## src/hdl/mch_defines.vh

```
// Constants for the modem-control handshake block
`ifndef MCH_DEFINES_VH
`define MCH_DEFINES_VH

// Serial frame format and transmit FIFO size
`define MCH_DATA_BITS     8
`define MCH_FIFO_DEPTH    32
`define MCH_FIFO_AW       5

// Baud divider: 200 MHz clock, 16 clocks per bit
`define MCH_CLK_HZ        200000000
`define MCH_BAUD          12500000
`define MCH_BIT_CYCLES    (`MCH_CLK_HZ / `MCH_BAUD)
`define MCH_CNT_W         16
// Reload counts, must track the divider above
`define MCH_BIT_CNT       16'h000F
`define MCH_HALF_CNT      16'h0007

// Transmit states
`define MCH_TX_IDLE       3'h0
`define MCH_TX_REQ        3'h1
`define MCH_TX_SEND       3'h2
`define MCH_TX_DROP       3'h3

// Line levels
`define MCH_MARK          1'b1
`define MCH_SPACE         1'b0

`endif

```

## src/hdl/mch_fifo.v

```verilog
// Parameterised valid/ready FIFO for transmit characters
`timescale 1ns/1ps
module mch_fifo #(
   parameter WIDTH = 8,
   parameter DEPTH = 32,
   parameter AW    = 5
) (
   // Clock and reset
   input  wire             sys_clk_in,
   input  wire             nrst_in,
   // Fill side
   input  wire [WIDTH-1:0] wr_data_in,
   input  wire             wr_valid_in,
   output wire             wr_ready_out,
   // Drain side
   output wire [WIDTH-1:0] rd_data_out,
   output wire             rd_valid_out,
   input  wire             rd_ready_in
);

   reg [WIDTH-1:0] mem_r [0:DEPTH-1];
   reg [AW:0]      wr_ptr_r;
   reg [AW:0]      rd_ptr_r;
   reg [AW:0]      wr_ptr_nxt;
   reg [AW:0]      rd_ptr_nxt;
   reg             wr_ready_r;
   wire            empty;
   wire            do_wr;
   wire            do_rd;

   // Status; ready comes from a flop so the top passes it straight out
   assign empty = (wr_ptr_r == rd_ptr_r);
   assign do_wr = wr_valid_in && wr_ready_r;
   assign do_rd = rd_ready_in && !empty;
   assign wr_ready_out = wr_ready_r;
   assign rd_valid_out = !empty;
   assign rd_data_out  = mem_r[rd_ptr_r[AW-1:0]];

   // Next pointer values
   always @* begin
      wr_ptr_nxt = wr_ptr_r;
      rd_ptr_nxt = rd_ptr_r;
      if (do_wr) begin
         wr_ptr_nxt = wr_ptr_r + 1'b1;
      end
      if (do_rd) begin
         rd_ptr_nxt = rd_ptr_r + 1'b1;
      end
   end

   // Storage write
   always @(posedge sys_clk_in) begin
      if (do_wr) begin
         mem_r[wr_ptr_r[AW-1:0]] <= wr_data_in;
      end
   end

   // Pointer update
   always @(posedge sys_clk_in) begin
      if (!nrst_in) begin
         wr_ptr_r   <= {(AW+1){1'b0}};
         rd_ptr_r   <= {(AW+1){1'b0}};
         wr_ready_r <= 1'b1;
      end else begin
         wr_ptr_r   <= wr_ptr_nxt;
         rd_ptr_r   <= rd_ptr_nxt;
         // Full once the pointers differ by exactly the depth
         wr_ready_r <= !((wr_ptr_nxt[AW-1:0] == rd_ptr_nxt[AW-1:0]) &&
                         (wr_ptr_nxt[AW] != rd_ptr_nxt[AW]));
      end
   end

endmodule // mch_fifo

```

## src/hdl/mch_top.v

```verilog
// Terminal-side serial port with modem-control handshake
`timescale 1ns/1ps
`include "mch_defines.vh"

// Notes on behaviour
// [RULE1] Transmit data idles at mark whenever no character is sent.
// [RULE2] The modem keeps receive data at mark between characters.
// [RULE3] Request to send is raised before any data is sent.
// [RULE4] The modem answers request to send with clear to send when ready.
// [RULE5] No transmission starts before clear to send is seen.
// [RULE6] The modem raises data set ready only while operational.
// [RULE7] No data is passed while data set ready is low.
// [RULE8] The modem raises carrier detect while it hears remote carrier.
// [RULE9] Receive data is ignored while carrier detect is low.
// [RULE10] Data terminal ready is raised to activate the modem.
// [RULE11] The modem raises ring indicator on an incoming ring.
// [RULE12] After the last character, request to send drops until clear drops.
module mch_top (
   // Clock and reset
   input  wire       sys_clk_in,
   input  wire       nrst_in,
   // User control
   input  wire       term_enable_in,
   // User transmit stream
   input  wire [7:0] tx_data_in,
   input  wire       tx_valid_in,
   output wire       tx_ready_out,
   // User receive stream
   output reg  [7:0] rx_data_out,
   output reg        rx_valid_out,
   output reg        rx_frame_err_out,
   // User status
   output reg        ring_out,
   output reg        modem_ready_out,
   output reg        carrier_out,
   output reg        tx_busy_out,
   // Modem pins
   output reg        txd_out,
   output reg        rts_out,
   output reg        dtr_out,
   input  wire       rxd_in,
   input  wire       cts_in,
   input  wire       dsr_in,
   input  wire       dcd_in,
   input  wire       ri_in
);

   localparam [`MCH_CNT_W-1:0] BIT_CNT  = `MCH_BIT_CNT;
   localparam [`MCH_CNT_W-1:0] HALF_CNT = `MCH_HALF_CNT;

   // Synchroniser stages for modem inputs
   reg [4:0] sync1_r;
   reg [4:0] sync2_r;
   wire      rxd_s = sync2_r[0];
   wire      cts_s = sync2_r[1];
   wire      dsr_s = sync2_r[2];
   wire      dcd_s = sync2_r[3];
   wire      ri_s  = sync2_r[4];

   // Transmit side state
   reg [2:0]            tx_st_r;
   reg [2:0]            tx_st_nxt;
   reg [`MCH_CNT_W-1:0] tx_cnt_r;
   reg [3:0]            tx_bit_r;
   reg [9:0]            tx_sh_r;
   reg                  tx_last_r;

   // Receive side state
   reg                  rx_act_r;
   reg [`MCH_CNT_W-1:0] rx_cnt_r;
   reg [3:0]            rx_bit_r;
   reg [7:0]            rx_sh_r;

   // FIFO drain side
   wire [7:0] fifo_data;
   wire       fifo_valid;
   wire       fifo_pop;

   // Link usable only while terminal enabled and modem operational
   wire link_ok = dtr_out && dsr_s;

   // True when a bit counter has run out
   function cnt_is_zero;
      input [`MCH_CNT_W-1:0] c;
      begin
         cnt_is_zero = (c == {`MCH_CNT_W{1'b0}});
      end
   endfunction

   // Bit boundary tick in transmit shifter
   wire tx_tick = cnt_is_zero(tx_cnt_r);

   // Frame in flight while the link is lost: cut it short
   wire tx_abort = !tx_last_r && !link_ok;

   // Pop a character at a frame boundary while cleared to send
   assign fifo_pop = (tx_st_r == `MCH_TX_SEND) && tx_last_r && tx_tick &&
                     fifo_valid && cts_s && link_ok; // [RULE5] [RULE7]

   // Reaches value for start of count
   function [`MCH_CNT_W-1:0] cnt_dec;
      input [`MCH_CNT_W-1:0] c;
      input [`MCH_CNT_W-1:0] reload;
      begin
         if (cnt_is_zero(c)) begin
            cnt_dec = reload;
         end else begin
            cnt_dec = c - 1'b1;
         end
      end
   endfunction

   // Transmit character buffer
   mch_fifo #(
      .WIDTH (`MCH_DATA_BITS),
      .DEPTH (`MCH_FIFO_DEPTH),
      .AW    (`MCH_FIFO_AW)
   ) u_fifo (
      .sys_clk_in   (sys_clk_in),
      .nrst_in      (nrst_in),
      .wr_data_in   (tx_data_in),
      .wr_valid_in  (tx_valid_in),
      .wr_ready_out (tx_ready_out),
      .rd_data_out  (fifo_data),
      .rd_valid_out (fifo_valid),
      .rd_ready_in  (fifo_pop)
   );

   // Two-stage synchroniser for all modem inputs
   always @(posedge sys_clk_in) begin
      if (!nrst_in) begin
         sync1_r <= 5'h01; // Same idle levels as stage two
         sync2_r <= 5'h01;
      end else begin
         sync1_r <= {ri_in, dcd_in, dsr_in, cts_in, rxd_in};
         sync2_r <= sync1_r;
      end
   end

   // Terminal ready and status outputs
   always @(posedge sys_clk_in) begin
      if (!nrst_in) begin
         dtr_out         <= 1'b0;
         ring_out        <= 1'b0;
         modem_ready_out <= 1'b0;
         carrier_out     <= 1'b0;
      end else begin
         dtr_out         <= term_enable_in; // [RULE10]
         ring_out        <= ri_s; // [RULE11]
         modem_ready_out <= dsr_s; // [RULE6]
         carrier_out     <= dcd_s; // [RULE8]
      end
   end

   // Transmit handshake next state
   always @* begin
      tx_st_nxt = tx_st_r;
      case (tx_st_r)
         `MCH_TX_IDLE: begin
            if (fifo_valid && link_ok && !cts_s) begin
               tx_st_nxt = `MCH_TX_REQ; // [RULE3]
            end
         end
         `MCH_TX_REQ: begin
            if (!link_ok) begin
               tx_st_nxt = `MCH_TX_DROP; // [RULE7]
            end else if (cts_s) begin
               tx_st_nxt = `MCH_TX_SEND; // [RULE4] [RULE5]
            end
         end
         `MCH_TX_SEND: begin
            if (!link_ok) begin
               tx_st_nxt = `MCH_TX_DROP; // [RULE7]
            end else if (tx_last_r && tx_tick && !fifo_pop) begin
               tx_st_nxt = `MCH_TX_DROP; // [RULE12]
            end
         end
         `MCH_TX_DROP: begin
            if (!cts_s) begin
               tx_st_nxt = `MCH_TX_IDLE; // [RULE12]
            end
         end
         default: begin
            tx_st_nxt = `MCH_TX_IDLE;
         end
      endcase
   end

   // Transmit state, request line and shifter
   always @(posedge sys_clk_in) begin
      if (!nrst_in) begin
         tx_st_r     <= `MCH_TX_IDLE;
         rts_out     <= 1'b0;
         txd_out     <= `MCH_MARK;
         tx_cnt_r    <= {`MCH_CNT_W{1'b0}};
         tx_bit_r    <= 4'h0;
         tx_sh_r     <= 10'h3FF;
         tx_last_r   <= 1'b1;
         tx_busy_out <= 1'b0;
      end else begin
         tx_st_r     <= tx_st_nxt;
         rts_out     <= (tx_st_nxt == `MCH_TX_REQ) ||
                        (tx_st_nxt == `MCH_TX_SEND); // [RULE3] [RULE12]
         tx_busy_out <= (tx_st_nxt != `MCH_TX_IDLE);
         if (fifo_pop) begin
            tx_sh_r   <= {`MCH_MARK, fifo_data, `MCH_SPACE};
            tx_bit_r  <= 4'h0;
            tx_cnt_r  <= BIT_CNT;
            tx_last_r <= 1'b0;
            txd_out   <= `MCH_SPACE;
         end else if (tx_abort) begin
            tx_last_r <= 1'b1; // Frame dropped, line back to mark
            tx_cnt_r  <= {`MCH_CNT_W{1'b0}};
            txd_out   <= `MCH_MARK; // [RULE7]
         end else if (!tx_last_r) begin
            tx_cnt_r <= cnt_dec(tx_cnt_r, BIT_CNT);
            if (tx_tick) begin
               if (tx_bit_r == 4'h9) begin
                  tx_last_r <= 1'b1; // Stop bit fully sent
                  txd_out   <= `MCH_MARK; // [RULE1]
               end else begin
                  tx_bit_r <= tx_bit_r + 4'h1;
                  txd_out  <= tx_sh_r[tx_bit_r + 4'h1];
               end
            end
         end else begin
            txd_out  <= `MCH_MARK; // [RULE1]
            tx_cnt_r <= {`MCH_CNT_W{1'b0}};
         end
      end
   end

   // Receiver, gated by carrier and data set ready
   always @(posedge sys_clk_in) begin
      if (!nrst_in) begin
         rx_act_r         <= 1'b0;
         rx_cnt_r         <= {`MCH_CNT_W{1'b0}};
         rx_bit_r         <= 4'h0;
         rx_sh_r          <= 8'h00;
         rx_data_out      <= 8'h00;
         rx_valid_out     <= 1'b0;
         rx_frame_err_out <= 1'b0;
      end else begin
         rx_valid_out     <= 1'b0;
         rx_frame_err_out <= 1'b0;
         if (!dcd_s || !link_ok) begin
            rx_act_r <= 1'b0; // [RULE9] [RULE7]
         end else if (!rx_act_r) begin
            if (rxd_s == `MCH_SPACE) begin
               rx_act_r <= 1'b1; // Start edge after idle mark [RULE2]
               rx_cnt_r <= HALF_CNT;
               rx_bit_r <= 4'h0;
            end
         end else if (!cnt_is_zero(rx_cnt_r)) begin
            rx_cnt_r <= rx_cnt_r - 1'b1;
         end else begin
            rx_cnt_r <= BIT_CNT;
            rx_bit_r <= rx_bit_r + 4'h1;
            if (rx_bit_r == 4'h0) begin
               if (rxd_s != `MCH_SPACE) begin
                  rx_act_r <= 1'b0; // False start glitch
               end
            end else if (rx_bit_r == 4'h9) begin
               rx_act_r <= 1'b0;
               if (rxd_s == `MCH_MARK) begin
                  rx_data_out  <= rx_sh_r;
                  rx_valid_out <= 1'b1;
               end else begin
                  rx_frame_err_out <= 1'b1;
               end
            end else begin
               rx_sh_r <= {rxd_s, rx_sh_r[7:1]};
            end
         end
      end
   end

endmodule // mch_top

```

## config.mk

```make
export PLATFORM = sky130hd
export DESIGN_NAME = mch_top
export DESIGN_NICKNAME = d
export VERILOG_FILES = /design/src/hdl/mch_fifo.v /design/src/hdl/mch_top.v
export VERILOG_INCLUDE_DIRS = /design/src /design/src/hdl
export SDC_FILE = /design/constraint.sdc
export NUM_CORES = 1
export LEC_CHECK = 0
export BUFFER_PORTS_ARGS = -buffer_cell sky130_fd_sc_hd__buf_2
export CORE_UTILIZATION = 55
export CTS_CLUSTER_DIAMETER = 60
export CTS_CLUSTER_SIZE = 12
export DETAILED_ROUTE_END_ITERATION = 7
export PLACE_DENSITY = 0.75
export SYNTH_ARGS = -nofsm -noshare
export SYNTH_HDL_FRONTEND = slang
export SYNTH_SLANG_ARGS = --single-unit
```

## constraint.sdc

```tcl
create_clock -name sys_clk_in -period 2.25 [get_ports sys_clk_in]
set_input_delay 0.45 -clock sys_clk_in [delete_from_list [all_inputs] [get_ports sys_clk_in]]
set_output_delay 0.45 -clock sys_clk_in [all_outputs]
set_load 0.005 [all_outputs]
```

==> out/qor.csv <==
metric;value;unit
top post-synthesis cells by area;edfxtp_1 (52%), dfxtp_1 (14%), mux4_2 (11%);
combinational fraction of design power;0.024;
cell breakdown of the critical path;nand2b_4, or4b_4, a211oi_4, mux2i_2, xor2_1, or4_1;
yosys warns;0;
Yosys top cell by area;edfxtp_1;
final-report setup violation count;1;
critical path type;flop to flop;
final WL;28900;µm
Static Leak;5.85;nW
Initial Util;0.562;
post-synthesis sequential area ratio;0.663;
HPWL after DPL;18400;µm
std cell rows;59;
Worst VDD drop;762;µV
final hold viol count;0;
failing checks;DRC, setup timing;
Die Span X;165;µm
largest net degree at the start of global routing;54;
grt ovf;0;
CP Launch Type;flop;
vias in the first global route;8317;
pwr/cell area;758;nW/µm²
CTS H-tree lvls;2;
crit path max fanout;4;
routed via count;8245;
RSZ-0062 raised after global routing;true;
Mapped Area;14700;µm²
detailed-route DRC error count;8;
global-route usage over all layers;0.223;
synth unique cells;59;
WL/cell;20.2;µm
final setup margin;-0.0633;ns
number of synthesized flops with an enable pin;256;
Rel. slew slack;0.565;
total die area;27300;µm²
status;finished with violations;
Vias/cell;5.77;
clock root buffer;clkbuf_16;
post-layout total power;0.0129;W
fillers;1857;
Syn Inst Count;947;
dominant synthesized flop cell;edfxtp_1;
r2r setup slk;-0.06;ns
min Tclk post-route;2.31;ns
Post-synth ARST share;0;
Post-Syn Nets;978;
TritonCTS buffer count;36;
top-count cell post-synth;edfxtp_1;
WP data arrival;2.70;ns
clk sinks;358;
layout cells sized above 1;0.257;
initial antenna violation count;0;
#FFs+latches synth;358;
cell internal pwr;0.0103;W
1st-iter DRT viols;804;
TritonCTS clock tree;yes;
DRT antenna net count;0;
synthesized area per cell;15.5;µm²
Reg power frac;0.551;
Max-Cap Viols;0;
DR pass1 iterations;7;
diode count;0;
post-synth top area share;0.524;
commonest cells in the netlist;edfxtp_1 (256), dfxtp_1 (102), mux4_2 (74), nor2_1 (72), nand2_1 (59);
critical path required time;2.64;ns
worst r2r src;tx_st_r[0];
clock network fraction of design power;0.426;
fin crit share;1.03;
Final Skew;0.0198;ns
Switching Power;0.00259;W
R2R depth;6;
Port Buffers;34;
Hold Buf Count CTS;0;
Slew Viols, Final;0;
Sw Ratio;0.201;
worst skew pair latency;0.53;ns
slowest stage delay, CP;0.57;ns
Worst Hold Class;input pin to flop;
first-pass GRT wire length;45500;µm
Placement Setup Slack;-0.0433;ns
measured slew at the worst slew-check pin;0.647;ns
io pins;35;
critical path capture point;u_fifo.wr_ready_out;
endpoint class of the critical path;flop;
Area Growth Syn to Fin;16.1;%
nets;1099;
Critical Path Start;tx_st_r[0];
Reg clk slew, reported paths;0.06;ns
GP Congestion;0.839;
Clock Path Buffers;3;
RR Endpoint;u_fifo.wr_ready_out;
Max Clk Rate;432;MHz
core area;26100;µm²
die height;165;µm
slowest cell on the critical path;or4b_4;
-- sequential cells by signal (all words and copies together), names as in the netlist, 5 cells and up --
register	count
u_fifo.mem_r	256
rx_cnt_r	16
tx_cnt_r	16
tx_sh_r	9
rx_data_out	8
rx_sh_r	8
u_fifo.rd_ptr_r	6
u_fifo.wr_ptr_r	6
sync1_r	5
sync2_r	5
-- power by group through the flow --
stage	logic, W	registers [W]	clock network (W)
final	0.000307	0.00711	0.00550
after global routing	0.000334	0.00711	0.00589
after CTS	0.000309	0.00711	0.00561
after detailed placement	0.000301	0.00725	0
after global placement	0.000292	0.00725	0
after floorplan	0.000132	0.00726	0
-- cell usage in the layout, fill, tap and decap left out, drive strengths merged, types with 7 or more instances in the layout --
cell	count
edfxtp	256
buf	125
dfxtp	102
mux4	74
nor2	72
clkbuf	60
nand2	59
mux2i	34
o21ai	31
and2	27
nor2b	24
nand3	20
xor2	20
a21oi	19
xnor2	17
inv	14
ha	14
nor4	12
o211ai	9
nand4	9
nor3	9
nand2b	9
mux2	8
or3	7
-- final cells by class --
type,count,area (µm²),share of cell area
sequential,358,9740,0.572
multi-input combinational,533,4810,0.282
clock buffer,60,1020,0.0600
timing repair buffer,125,932,0.0547
tap,335,419,0.0246
clock inverter,5,62.6,0.00367
inverter,14,52.6,0.00308
-- what timing repair did --
action	in CTS	in global routing
gates resized for setup	7	9
pin swaps	2	3
setup endpoints to repair	1	7
buffers inserted	2	1
-- per-stage QoR --
| stage | cells | hold slack (ns) | setup TNS [ns] | area (µm²) | utilization |
|---|---|---|---|---|---|
| after floorplan | 947 | 0.386 | 0 | 14700 | - |
| after global placement | 1362 | 0.389 | 0 | 15900 | 0.607 |
| after detailed placement | 1362 | 0.412 | -0.0433 | 15900 | 0.607 |
| after CTS | 1429 | 0.119 | -0.0298 | 17000 | 0.650 |
| after global routing | 1430 | 0.135 | -0.259 | 17000 | 0.652 |
| final | 1430 | 0.129 | -0.0633 | 17000 | 0.652 |
-- critical path, delay by kind of cell (launching register included) --
kind            cells  cell delay [ns]
simple gates        3             1.18
compound gates      1             0.27
xor+xnor            1             0.10
flops               1             0.33
mux                 1             0.30
-- routing by layer --
layer / global-route usage / part of all wire
met5: 0 / 0
met4: 0.0719 / 0.025
met3: 0.0315 / 0.045
met2: 0.371 / 0.49
met1: 0.304 / 0.44
-- how the worst min path moves through the flow --
stage	start	end	cells after the start
5_1_grt	rxd_in	sync1_r[0]	2
2_1_floorplan	sync1_r[0]	sync2_r[0]	1
4_1_cts	rxd_in	sync1_r[0]	2
3_5_place_dp	sync1_r[0]	sync2_r[0]	1
6_report	rxd_in	sync1_r[0]	2
3_3_place_gp	sync1_r[0]	sync2_r[0]	1
-- cell families after synthesis --
logic type,synth area share
adder cells (fa/ha/maj),0.0119
multiplexers,0.143
flip-flops,0.663
AND/OR/NAND/NOR,0.0984
XOR/XNOR,0.0268
buffers and inverters,0.0152
other,0.000255
AO/OA/AOI/OAI,0.0418
Power figures use the tool's default switching activity.
